[config.mk]
export PLATFORM = sky130hd
export DESIGN_NAME = lacfg_regs
export DESIGN_NICKNAME = d
export VERILOG_FILES = /design/src/lacfg_pkg.sv /design/src/lacfg_field_if.sv /design/src/lacfg_field.sv /design/src/lacfg_regs.sv
export SDC_FILE = /design/constraint.sdc
export NUM_CORES = 1
export LEC_CHECK = 0
export BUFFER_PORTS_ARGS = -buffer_cell sky130_fd_sc_hd__buf_2
export CAP_MARGIN = 20
export CORE_UTILIZATION = 46
export DETAILED_ROUTE_END_ITERATION = 12
export GPL_TIMING_DRIVEN = 0
export PLACE_DENSITY = 0.86
export SYNTH_ARGS = -nofsm -noshare
export SYNTH_HDL_FRONTEND = slang
export SYNTH_SLANG_ARGS = --single-unit
[constraint.sdc]
create_clock -name sys_clk -period 2.9 [get_ports sys_clk]
set_input_delay 0.29 -clock sys_clk [delete_from_list [all_inputs] [get_ports sys_clk]]
set_output_delay 0.29 -clock sys_clk [all_outputs]
set_load 0.01 [all_outputs]
[src/lacfg_pkg.sv]
// package of offsets, field layouts and reset values for the loop zero configuration bank
package lacfg_pkg;

	// register bus widths
	localparam int ADDR_W = 8;
	localparam int DATA_W = 8;

	typedef logic [ADDR_W-1:0] lacfg_addr_t;
	typedef logic [DATA_W-1:0] lacfg_data_t;

	// register offsets, byte addressed as printed
	localparam lacfg_addr_t OFF_PUMP_FILTER = 8'hac;
	localparam lacfg_addr_t OFF_MODE_LOCK = 8'had;
	localparam lacfg_addr_t OFF_OSC_SEL_CODE1 = 8'hae;
	localparam lacfg_addr_t OFF_OSC_CODE2 = 8'haf;

	// field widths
	localparam int PUMP_W = 3;
	localparam int RES_W = 2;
	localparam int CAP_W = 2;
	localparam int CODE_W = 5;

	// field positions (lsb) inside their registers
	localparam int POS_PUMP = 5;
	localparam int POS_RES = 3;
	localparam int POS_CAP = 1;
	localparam int POS_POLE = 0;
	localparam int POS_SYNTH = 3;
	localparam int POS_LOCK_ACC = 1;
	localparam int POS_OVERRIDE = 0;
	localparam int POS_OSC_SEL = 5;
	localparam int POS_CODE_A = 0;
	localparam int POS_CODE_B = 0;

	// reset values of the fields
	localparam logic [PUMP_W-1:0] RST_PUMP = 3'h4;
	localparam logic [RES_W-1:0] RST_RES = 2'h1;
	localparam logic [CAP_W-1:0] RST_CAP = 2'h1;
	localparam logic RST_POLE = 1'h1;
	localparam logic RST_LOCK_ACC = 1'h1;
	localparam logic RST_OVERRIDE = 1'h0;
	localparam logic RST_OSC_SEL = 1'h1;
	localparam logic [CODE_W-1:0] RST_CODE_A = 5'h0b;
	localparam logic [CODE_W-1:0] RST_CODE_B = 5'h00;
	localparam logic RST_SYNTH = 1'h0;

	// decoded analog figures
	localparam int PUMP_UA_W = 10;
	localparam logic [PUMP_UA_W-1:0] PUMP_STEP_UA = 10'h06e;
	localparam int CAP_PF_W = 8;
	localparam logic [CAP_PF_W-1:0] CAP_PF_C0 = 8'h28;
	localparam logic [CAP_PF_W-1:0] CAP_PF_C1 = 8'h50;
	localparam logic [CAP_PF_W-1:0] CAP_PF_C2 = 8'h8c;
	localparam logic [CAP_PF_W-1:0] CAP_PF_C3 = 8'hc8;

endpackage

[src/lacfg_field_if.sv]
// interface between the bus decoder and one stored configuration field
`timescale 1ns/1ps
interface lacfg_field_if #(
	parameter int W = 1
);
	logic wr_en; // one-cycle load pulse from the decoder
	logic [W-1:0] wr_data; // value to load
	logic [W-1:0] q; // stored field value

	// decoder side drives loads and reads the value back
	modport ctrl (
		output wr_en,
		output wr_data,
		input q
	);

	// storage side keeps the value
	modport store (
		input wr_en,
		input wr_data,
		output q
	);
endinterface

[src/lacfg_field.sv]
// one read/write configuration field with its own reset value
`timescale 1ns/1ps
module lacfg_field #(
	parameter int W = 1,
	parameter logic [W-1:0] RST = '0
) (
	input wire logic sys_clk,
	input wire logic nrst,
	lacfg_field_if.store fld
);

	logic [W-1:0] val_r; // held field value

	// load on the write pulse, default on reset
	always_ff @(posedge sys_clk or negedge nrst) begin
		if (!nrst) begin
			val_r <= RST;
		end else if (fld.wr_en) begin
			val_r <= fld.wr_data;
		end
	end

	assign fld.q = val_r;

endmodule

[src/lacfg_regs.sv]
// configuration register bank for analog loop zero
`timescale 1ns/1ps

// Function
// pump current 110 uA steps, reset 100
// series resistor select two bits, reset 01
// parallel capacitor select two bits, reset 01
// second pole select bit, reset 1
// lock count accuracy 1 or 16 ppm
// software clears accuracy bit above 95 nF
// lock override automatic or manual, reset 0
// manual oscillator select, reset 1
// oscillator a manual lock code, reset 01011
// oscillator b manual lock code, reset 00000
// synthesizer mode bit, reset 0
// software forces freerun when selecting synthesis
// reserved bits written zero, read undefined
// reset defaults, readback, immediate effect
module lacfg_regs (
	input wire logic sys_clk,
	input wire logic nrst,
	input wire logic [lacfg_pkg::ADDR_W-1:0] reg_addr,
	input wire logic [lacfg_pkg::DATA_W-1:0] reg_wr_data,
	input wire logic reg_wr_en,
	input wire logic reg_rd_en,
	output logic [lacfg_pkg::DATA_W-1:0] reg_rd_data,
	output logic [lacfg_pkg::PUMP_W-1:0] pump_current_sel,
	output logic [lacfg_pkg::RES_W-1:0] filter_series_res_sel,
	output logic [lacfg_pkg::CAP_W-1:0] filter_parallel_cap_sel,
	output logic second_pole_sel,
	output logic lock_count_accuracy,
	output logic lock_manual_override,
	output logic manual_osc_select,
	output logic [lacfg_pkg::CODE_W-1:0] manual_lock_code_osc_a,
	output logic [lacfg_pkg::CODE_W-1:0] manual_lock_code_osc_b,
	output logic synth_only_mode,
	output logic [lacfg_pkg::PUMP_UA_W-1:0] pump_current_ua,
	output logic [lacfg_pkg::CAP_PF_W-1:0] filter_cap_pf,
	output logic [lacfg_pkg::CODE_W-1:0] manual_lock_code_applied,
	output logic manual_lock_active
);

	// software sees four byte registers at consecutive offsets; a write lands in one strobe cycle
	// and a read answers from a register in the next cycle, so the bus never waits on this bank
	// there is no shadow copy or commit strobe: a field reaches the analog loop the cycle after
	// its write, so a filter change takes effect mid-lock; software owns the sequencing of that
	// trade-off: no double buffering keeps the bank small, at the cost of non-atomic multi-register updates
	// the decoded outputs below are conveniences for the loop and lag their fields by one cycle

	// address decode of the four registers
	logic hit_pump_filter; // write to pump and filter register
	logic hit_mode_lock; // write to mode and lock register
	logic hit_osc_code1; // write to oscillator select and code a register
	logic hit_osc_code2; // write to code b register

	// full eight-bit compare, so no alias of the four offsets can load a field
	// a read strobe never reaches these, so reads have no side effects
	// writes to any other offset fall through all four compares and are dropped
	assign hit_pump_filter = reg_wr_en && (reg_addr == lacfg_pkg::OFF_PUMP_FILTER);
	assign hit_mode_lock = reg_wr_en && (reg_addr == lacfg_pkg::OFF_MODE_LOCK);
	assign hit_osc_code1 = reg_wr_en && (reg_addr == lacfg_pkg::OFF_OSC_SEL_CODE1);
	assign hit_osc_code2 = reg_wr_en && (reg_addr == lacfg_pkg::OFF_OSC_CODE2);

	// one carrier per stored field
	// each carrier is sized to its field, so widths are checked where the field is built
	// this module drives the load side; the storage side sits in the field instances
	lacfg_field_if #(.W(lacfg_pkg::PUMP_W)) pump_if ();
	lacfg_field_if #(.W(lacfg_pkg::RES_W)) res_if ();
	lacfg_field_if #(.W(lacfg_pkg::CAP_W)) cap_if ();
	lacfg_field_if #(.W(1)) pole_if ();
	lacfg_field_if #(.W(1)) acc_if ();
	lacfg_field_if #(.W(1)) ovr_if ();
	lacfg_field_if #(.W(1)) osc_if ();
	lacfg_field_if #(.W(lacfg_pkg::CODE_W)) code_a_if ();
	lacfg_field_if #(.W(lacfg_pkg::CODE_W)) code_b_if ();
	lacfg_field_if #(.W(1)) syn_if ();

	// write steering: each field slices its bits out of the write byte
	// reserved positions are simply not stored, so a nonzero write there is harmless
	// pump and filter byte: every field loads together, so software updates it as a whole byte
	// it holds pump current, series resistor, parallel capacitor and second pole
	assign pump_if.wr_en = hit_pump_filter;
	assign pump_if.wr_data = reg_wr_data[lacfg_pkg::POS_PUMP +: lacfg_pkg::PUMP_W];
	assign res_if.wr_en = hit_pump_filter;
	assign res_if.wr_data = reg_wr_data[lacfg_pkg::POS_RES +: lacfg_pkg::RES_W];
	assign cap_if.wr_en = hit_pump_filter;
	assign cap_if.wr_data = reg_wr_data[lacfg_pkg::POS_CAP +: lacfg_pkg::CAP_W];
	assign pole_if.wr_en = hit_pump_filter;
	assign pole_if.wr_data = reg_wr_data[lacfg_pkg::POS_POLE];
	// mode byte: bit 2 and the top four bits are reserved and dropped
	assign acc_if.wr_en = hit_mode_lock;
	assign acc_if.wr_data = reg_wr_data[lacfg_pkg::POS_LOCK_ACC];
	assign ovr_if.wr_en = hit_mode_lock;
	assign ovr_if.wr_data = reg_wr_data[lacfg_pkg::POS_OVERRIDE];
	assign syn_if.wr_en = hit_mode_lock;
	assign syn_if.wr_data = reg_wr_data[lacfg_pkg::POS_SYNTH];
	// oscillator select and code a byte: the top two bits are reserved
	assign osc_if.wr_en = hit_osc_code1;
	assign osc_if.wr_data = reg_wr_data[lacfg_pkg::POS_OSC_SEL];
	assign code_a_if.wr_en = hit_osc_code1;
	assign code_a_if.wr_data = reg_wr_data[lacfg_pkg::POS_CODE_A +: lacfg_pkg::CODE_W];
	// code b byte: the top three bits are reserved
	assign code_b_if.wr_en = hit_osc_code2;
	assign code_b_if.wr_data = reg_wr_data[lacfg_pkg::POS_CODE_B +: lacfg_pkg::CODE_W];

	// field storage, each with its own reset default
	// charge pump step code, reset to the fifth step
	lacfg_field #(.W(lacfg_pkg::PUMP_W), .RST(lacfg_pkg::RST_PUMP)) u_pump (
		.sys_clk(sys_clk),
		.nrst(nrst),
		.fld(pump_if.store)
	);
	// series resistor code
	lacfg_field #(.W(lacfg_pkg::RES_W), .RST(lacfg_pkg::RST_RES)) u_res (
		.sys_clk(sys_clk),
		.nrst(nrst),
		.fld(res_if.store)
	);
	// parallel capacitor code
	lacfg_field #(.W(lacfg_pkg::CAP_W), .RST(lacfg_pkg::RST_CAP)) u_cap (
		.sys_clk(sys_clk),
		.nrst(nrst),
		.fld(cap_if.store)
	);
	// second pole bit, reset to the higher resistor
	lacfg_field #(.W(1), .RST(lacfg_pkg::RST_POLE)) u_pole (
		.sys_clk(sys_clk),
		.nrst(nrst),
		.fld(pole_if.store)
	);
	// lock count accuracy, reset to the coarse setting
	lacfg_field #(.W(1), .RST(lacfg_pkg::RST_LOCK_ACC)) u_acc (
		.sys_clk(sys_clk),
		.nrst(nrst),
		.fld(acc_if.store)
	);
	// manual override, reset to automatic handling
	lacfg_field #(.W(1), .RST(lacfg_pkg::RST_OVERRIDE)) u_ovr (
		.sys_clk(sys_clk),
		.nrst(nrst),
		.fld(ovr_if.store)
	);
	// manual oscillator choice, reset to oscillator a
	lacfg_field #(.W(1), .RST(lacfg_pkg::RST_OSC_SEL)) u_osc (
		.sys_clk(sys_clk),
		.nrst(nrst),
		.fld(osc_if.store)
	);
	// manual lock code for oscillator a
	lacfg_field #(.W(lacfg_pkg::CODE_W), .RST(lacfg_pkg::RST_CODE_A)) u_code_a (
		.sys_clk(sys_clk),
		.nrst(nrst),
		.fld(code_a_if.store)
	);
	// manual lock code for oscillator b
	lacfg_field #(.W(lacfg_pkg::CODE_W), .RST(lacfg_pkg::RST_CODE_B)) u_code_b (
		.sys_clk(sys_clk),
		.nrst(nrst),
		.fld(code_b_if.store)
	);
	// synthesis mode, reset to jitter attenuation
	lacfg_field #(.W(1), .RST(lacfg_pkg::RST_SYNTH)) u_syn (
		.sys_clk(sys_clk),
		.nrst(nrst),
		.fld(syn_if.store)
	);

	// field values drive the analog loop straight from their flops, no commit step
	// no logic sits between a storage flop and its port, so the loop never sees a glitch
	assign pump_current_sel = pump_if.q;
	assign filter_series_res_sel = res_if.q;
	assign filter_parallel_cap_sel = cap_if.q;
	assign second_pole_sel = pole_if.q;
	// the accuracy bit is passed on as written; choosing it for the filter capacitor is up to software
	assign lock_count_accuracy = acc_if.q;
	assign lock_manual_override = ovr_if.q;
	assign manual_osc_select = osc_if.q;
	assign manual_lock_code_osc_a = code_a_if.q;
	assign manual_lock_code_osc_b = code_b_if.q;
	// freerun forcing lives in the digital loop; this bank only carries the mode bit
	// limitation: nothing here stops synthesis mode being set while the digital loop still tracks
	assign synth_only_mode = syn_if.q;

	// read mux: reassemble the byte, reserved positions read as zero
	lacfg_pkg::lacfg_data_t rd_nxt; // byte for the addressed register

	always_comb begin
		rd_nxt = '0;
		case (reg_addr)
			// pump and filter byte comes back whole
			lacfg_pkg::OFF_PUMP_FILTER: begin
				rd_nxt[lacfg_pkg::POS_PUMP +: lacfg_pkg::PUMP_W] = pump_if.q;
				rd_nxt[lacfg_pkg::POS_RES +: lacfg_pkg::RES_W] = res_if.q;
				rd_nxt[lacfg_pkg::POS_CAP +: lacfg_pkg::CAP_W] = cap_if.q;
				rd_nxt[lacfg_pkg::POS_POLE] = pole_if.q;
			end
			// mode byte; reserved bits stay zero
			lacfg_pkg::OFF_MODE_LOCK: begin
				rd_nxt[lacfg_pkg::POS_SYNTH] = syn_if.q;
				rd_nxt[lacfg_pkg::POS_LOCK_ACC] = acc_if.q;
				rd_nxt[lacfg_pkg::POS_OVERRIDE] = ovr_if.q;
			end
			// oscillator select and code a
			lacfg_pkg::OFF_OSC_SEL_CODE1: begin
				rd_nxt[lacfg_pkg::POS_OSC_SEL] = osc_if.q;
				rd_nxt[lacfg_pkg::POS_CODE_A +: lacfg_pkg::CODE_W] = code_a_if.q;
			end
			// code b alone
			lacfg_pkg::OFF_OSC_CODE2: begin
				rd_nxt[lacfg_pkg::POS_CODE_B +: lacfg_pkg::CODE_W] = code_b_if.q;
			end
			default: begin
				// unmapped address reads zero
				rd_nxt = '0;
			end
		endcase
	end

	// read data register: valid only in the cycle after the strobe, zero otherwise
	// zeroing outside the answer costs nothing and makes a late sample by the master show up as zero
	lacfg_pkg::lacfg_data_t rd_data_r; // registered read answer

	always_ff @(posedge sys_clk or negedge nrst) begin
		if (!nrst) begin
			rd_data_r <= '0;
		end else if (reg_rd_en) begin
			rd_data_r <= rd_nxt;
		end else begin
			rd_data_r <= '0;
		end
	end

	assign reg_rd_data = rd_data_r;

	// decoded charge pump current in microamps, one cycle behind the field
	// top code gives 880, which fits ten bits; the cast drops only the unused high product bits
	logic [lacfg_pkg::PUMP_UA_W-1:0] pump_ua_r; // (code + 1) * step

	always_ff @(posedge sys_clk or negedge nrst) begin
		if (!nrst) begin
			pump_ua_r <= '0;
		end else begin
			pump_ua_r <= lacfg_pkg::PUMP_UA_W'(({7'h00, pump_if.q} + 10'h001) * lacfg_pkg::PUMP_STEP_UA);
		end
	end

	assign pump_current_ua = pump_ua_r;

	// decoded parallel capacitor in picofarads; table is not linear, so a lookup
	logic [lacfg_pkg::CAP_PF_W-1:0] cap_pf_r; // capacitor value

	always_ff @(posedge sys_clk or negedge nrst) begin
		if (!nrst) begin
			cap_pf_r <= '0;
		end else begin
			case (cap_if.q)
				// 40 pF
				2'h0: begin
					cap_pf_r <= lacfg_pkg::CAP_PF_C0;
				end
				// 80 pF, the reset choice
				2'h1: begin
					cap_pf_r <= lacfg_pkg::CAP_PF_C1;
				end
				// 140 pF
				2'h2: begin
					cap_pf_r <= lacfg_pkg::CAP_PF_C2;
				end
				// 200 pF, the largest choice
				default: begin
					cap_pf_r <= lacfg_pkg::CAP_PF_C3;
				end
			endcase
		end
	end

	assign filter_cap_pf = cap_pf_r;

	// manual lock: pick the code of the selected oscillator; only meaningful in manual mode
	// the code is always picked, even in automatic handling, so switching to manual needs no extra cycle
	// the loop must ignore the applied code while manual_lock_active is low
	// both outputs are registered so they leave the block straight from flops
	logic [lacfg_pkg::CODE_W-1:0] code_applied_r; // code sent to the chosen oscillator
	logic manual_active_r; // manual lock handling in force

	always_ff @(posedge sys_clk or negedge nrst) begin
		if (!nrst) begin
			code_applied_r <= '0;
			manual_active_r <= 1'h0;
		end else begin
			manual_active_r <= ovr_if.q;
			if (osc_if.q) begin
				code_applied_r <= code_a_if.q;
			end else begin
				code_applied_r <= code_b_if.q;
			end
		end
	end

	assign manual_lock_code_applied = code_applied_r;
	assign manual_lock_active = manual_active_r;

endmodule

==> flow_summary.toml <==
[route]
vias = 1550
via_per_inst = 4.921
routed_wl_um = 4776
drtAntennaViolNets = 0
drc = 0
drtIter0Drc = 44
wl_per_cell_um = 15.16
drtPass1Iterations = 6

[cells_and_area]
drive_gt1_share_pct = 62.10
nNetsFinal = 287
area_growth_pct = 31.71
multi_input_area_um2 = 1074
fin_cells = 315
final-seq-area_um2 = 1290
antenna_cells = 0
nFillCells = 396
final_util_pct = 63.97

[grt]
groute.usage.overall_pct = 18.69
grt_pass1_vias = 1551
busiest_layer = "met2"
met3_usage_pct = 4.801
antenna_found_initial = 0
use_met2_pct = 33.74
grt_max_degree = 52
grt_pass1_wl_um = 7348
grt_remaining_overflow = 0
met1_usage_pct = 21.94

[cts]
clk_pin_slew_ns = 0.09
root_buffer = "clkbuf_8"
cts.sinks = 51
clock_latency_ns = 0.30
cts_tree = "yes"
h-tree-depth = 2
cts_buffer_depth = 2
cts_made_buffers = 5

[outcome]
outcome = "completed"

[place]
gp_congestion = 0.8341
io_buffers = 70
place_ws_ns = -0.2935
dpl.hpwl_um = 3288
place_inst = 296

[yosys]
synth-xor-area-share_pct = 2.995
synth.distinct_cells = 34
async_reset_ff_share_pct = 100.0
synth_flop_cell = "dfrtp_1"
yosysTopAreaCell = "dfrtp_1"
post-synth-top-count-cell = "dfrtp_1"
syn_area_per_cell_um2 = 14.90
synth-seq-cells = 51
synth_top_family_by_area = "multiplexers"
yosys.area_share.simple_pct = 7.487
yosys_warnings = 0
synth_seq_area_share_pct = 55.03
yosys-mux-area-fraction_pct = 17.27
synthAdderAreaFrac_pct = 11.98
synth_common_cells = "dfrtp_1, mux2_2, ha_1, dfstp_2, inv_1"
yosys.area.top_type_share_pct = 44.92
syn_area_um2 = 2340
synth.area.top_cells = "dfrtp_1, mux2_2, dfstp_2"
synth_edf_count = 0
netlist_instances = 157
synth_compound_area_share_pct = 2.246

[timing]
post-route-period-util_pct = 96.42
slew-limit-headroom_pct = 63.91
setup_tns_ns = 0
max_freq_mhz = 357.6
final_hold_viol_count = 0
slew_viol_final = 0
finalSetupViolCount = 0
finalCriticalPeriod_ns = 2.796
worst_pin_slew_ns = 0.5396
fin_skew_ns = 0.01056
fin_ws_ns = 0.1038

[critical_path]
critPathRequiredTime_ns = 3.13
path_max_fanout = 4
critical_path.max_stage_delay_ns = 0.45
endpoint_kind = "flip-flop"
r2r-start = "u_pump.fld.q[0]"
cp_slowest_cell = "dfrtp_2"
start_kind = "flip-flop"
critPathArrivalTime_ns = 3.02
critPathBufInv = 2
path_class = "reg -> reg"
critPathLaunch = "u_pump.fld.q[0]"
crit_family = "adder cells"
cpMostUsedCell = "ha_4"
path_cells = "clkinvlp_4, ha_4, inv_2, ha_4, ha_1, ha_2, fa_2, a211oi_2, o21bai_1, a21oi_1, xnor2_1"

[floorplan]
num_io_pins = 74
initial_core_util_pct = 48.57
chipHeight_um = 73.32
fp-row-count = 25
fp.dieW_um = 73.32
dieArea_um2 = 5376
core_area_um2 = 4817

[pwr]
power_leakage_nw = 1.607
p_per_area_nw_per_um2 = 492.4
power.total_mw = 1.517
vdd_drop_max_uv = 264.5

[worst_hold_path]
hold_start = "reg_wr_data[6]"
hp-class = "in -> reg"

[run]
max_cap_violations = 0
==> layer usage <==
layer / part of all wire [%] / wire (µm) / up-vias
met5: 0 / 0 / -
met3: 3.6 / 173 / 8
li1: - / - / 722
met4: 1.5 / 70 / 0
met2: 53 / 2532 / 45
met1: 42 / 2000 / 775
==> per-stage QoR <==
stage               area (µm²)  hold WS [ns]
finish                    3082        0.2203
global route              3082        0.2130
CTS                       2979        0.2120
detailed placement        2783        0.4254
global placement          2783        0.4217
floorplan                 2349     -0.005591
==> cell families (layout without fill, tap and decap cells) <==
| family | after synthesis | in the layout |
|---|---|---|
| flip-flops | 51 | 51 |
| multiplexers | 33 | 33 |
| AND/OR/NAND/NOR | 22 | 22 |
| adder cells (fa/ha/maj) | 20 | 20 |
| buffers and inverters | 14 | 103 |
| AO/OA/AOI/OAI | 8 | 8 |
| XOR/XNOR | 8 | 8 |
| other | 1 | 3 |
==> layout by cell type, fill, tap and decap left out, types with 2 or more instances in the layout <==
| cell | instances |
|---|---|
| buf_2 | 72 |
| a21oi_1 | 2 |
| conb_1 | 3 |
| mux4_2 | 3 |
| buf_4 | 12 |
| clkbuf_8 | 5 |
| ha_1 | 10 |
| mux2_2 | 29 |
| nor4b_1 | 2 |
| nor2_1 | 5 |
| dfrtp_1 | 40 |
| dfrtp_2 | 2 |
| xor2_1 | 4 |
| xnor2_1 | 3 |
| inv_2 | 2 |
| dfstp_2 | 9 |
| ha_4 | 5 |
| inv_1 | 3 |
| a22oi_1 | 2 |
| clkbuf_1 | 3 |
| nor2b_1 | 4 |
| fa_1 | 3 |
==> state kept, by name (all words and copies together), names as in the netlist <==
register                  cells
u_osc.fld.q                   1
u_code_b.fld.q                5
pump_current_ua               9
u_pole.fld.q                  1
u_cap.fld.q                   2
u_pump.fld.q                  3
u_acc.fld.q                   1
manual_lock_active            1
u_syn.fld.q                   1
u_res.fld.q                   2
u_ovr.fld.q                   1
manual_lock_code_applied      5
filter_cap_pf                 6
u_code_a.fld.q                5
reg_rd_data                   8
==> final timing paths <==
| path | endpoint | slack, ns | depth (start not counted) |
|---|---|---|---|
| worst max-delay path | pump_current_ua[9] | 0.10 | 11 |
| worst min-delay path | u_pump.fld.q[1] | 0.22 | 2 |
| worst max register to register | pump_current_ua[9] | 0.10 | 11 |
| worst min register to register | manual_lock_active | 0.44 | 0 |
| max in group asynchronous | u_code_a.fld.q[3] | 1.97 | 3 |
| min in group asynchronous | u_code_b.fld.q[0] | 0.38 | 2 |
==> area by class of cell <==
class | count | area share, %
Sequential cell | 51 | 41.86
Multi-Input combinational cell | 94 | 34.84
Timing Repair Buffer | 81 | 14.54
Tap cell | 67 | 2.720
Clock buffer | 5 | 2.233
Clock inverter | 3 | 1.543
Buffer | 8 | 1.421
Inverter | 6 | 0.8526
==> where the power goes <==
group          leakage [nW]  internal, mW  switching (mW)
Sequential            0.639         0.759          0.0220
Combinational         0.909         0.115           0.120
Clock                0.0587         0.262           0.239
==> repair_timing <==
action                                  CTS  global route
hold buffers                              0             1
endpoints found under the hold margin     0             5
endpoints found under the setup margin    2             1
setup buffers                             6             3
resized for setup                         7             7
cloned                                    0             0
pin swaps                                 1             6
Note: power is estimated with default switching activity, not from simulation.
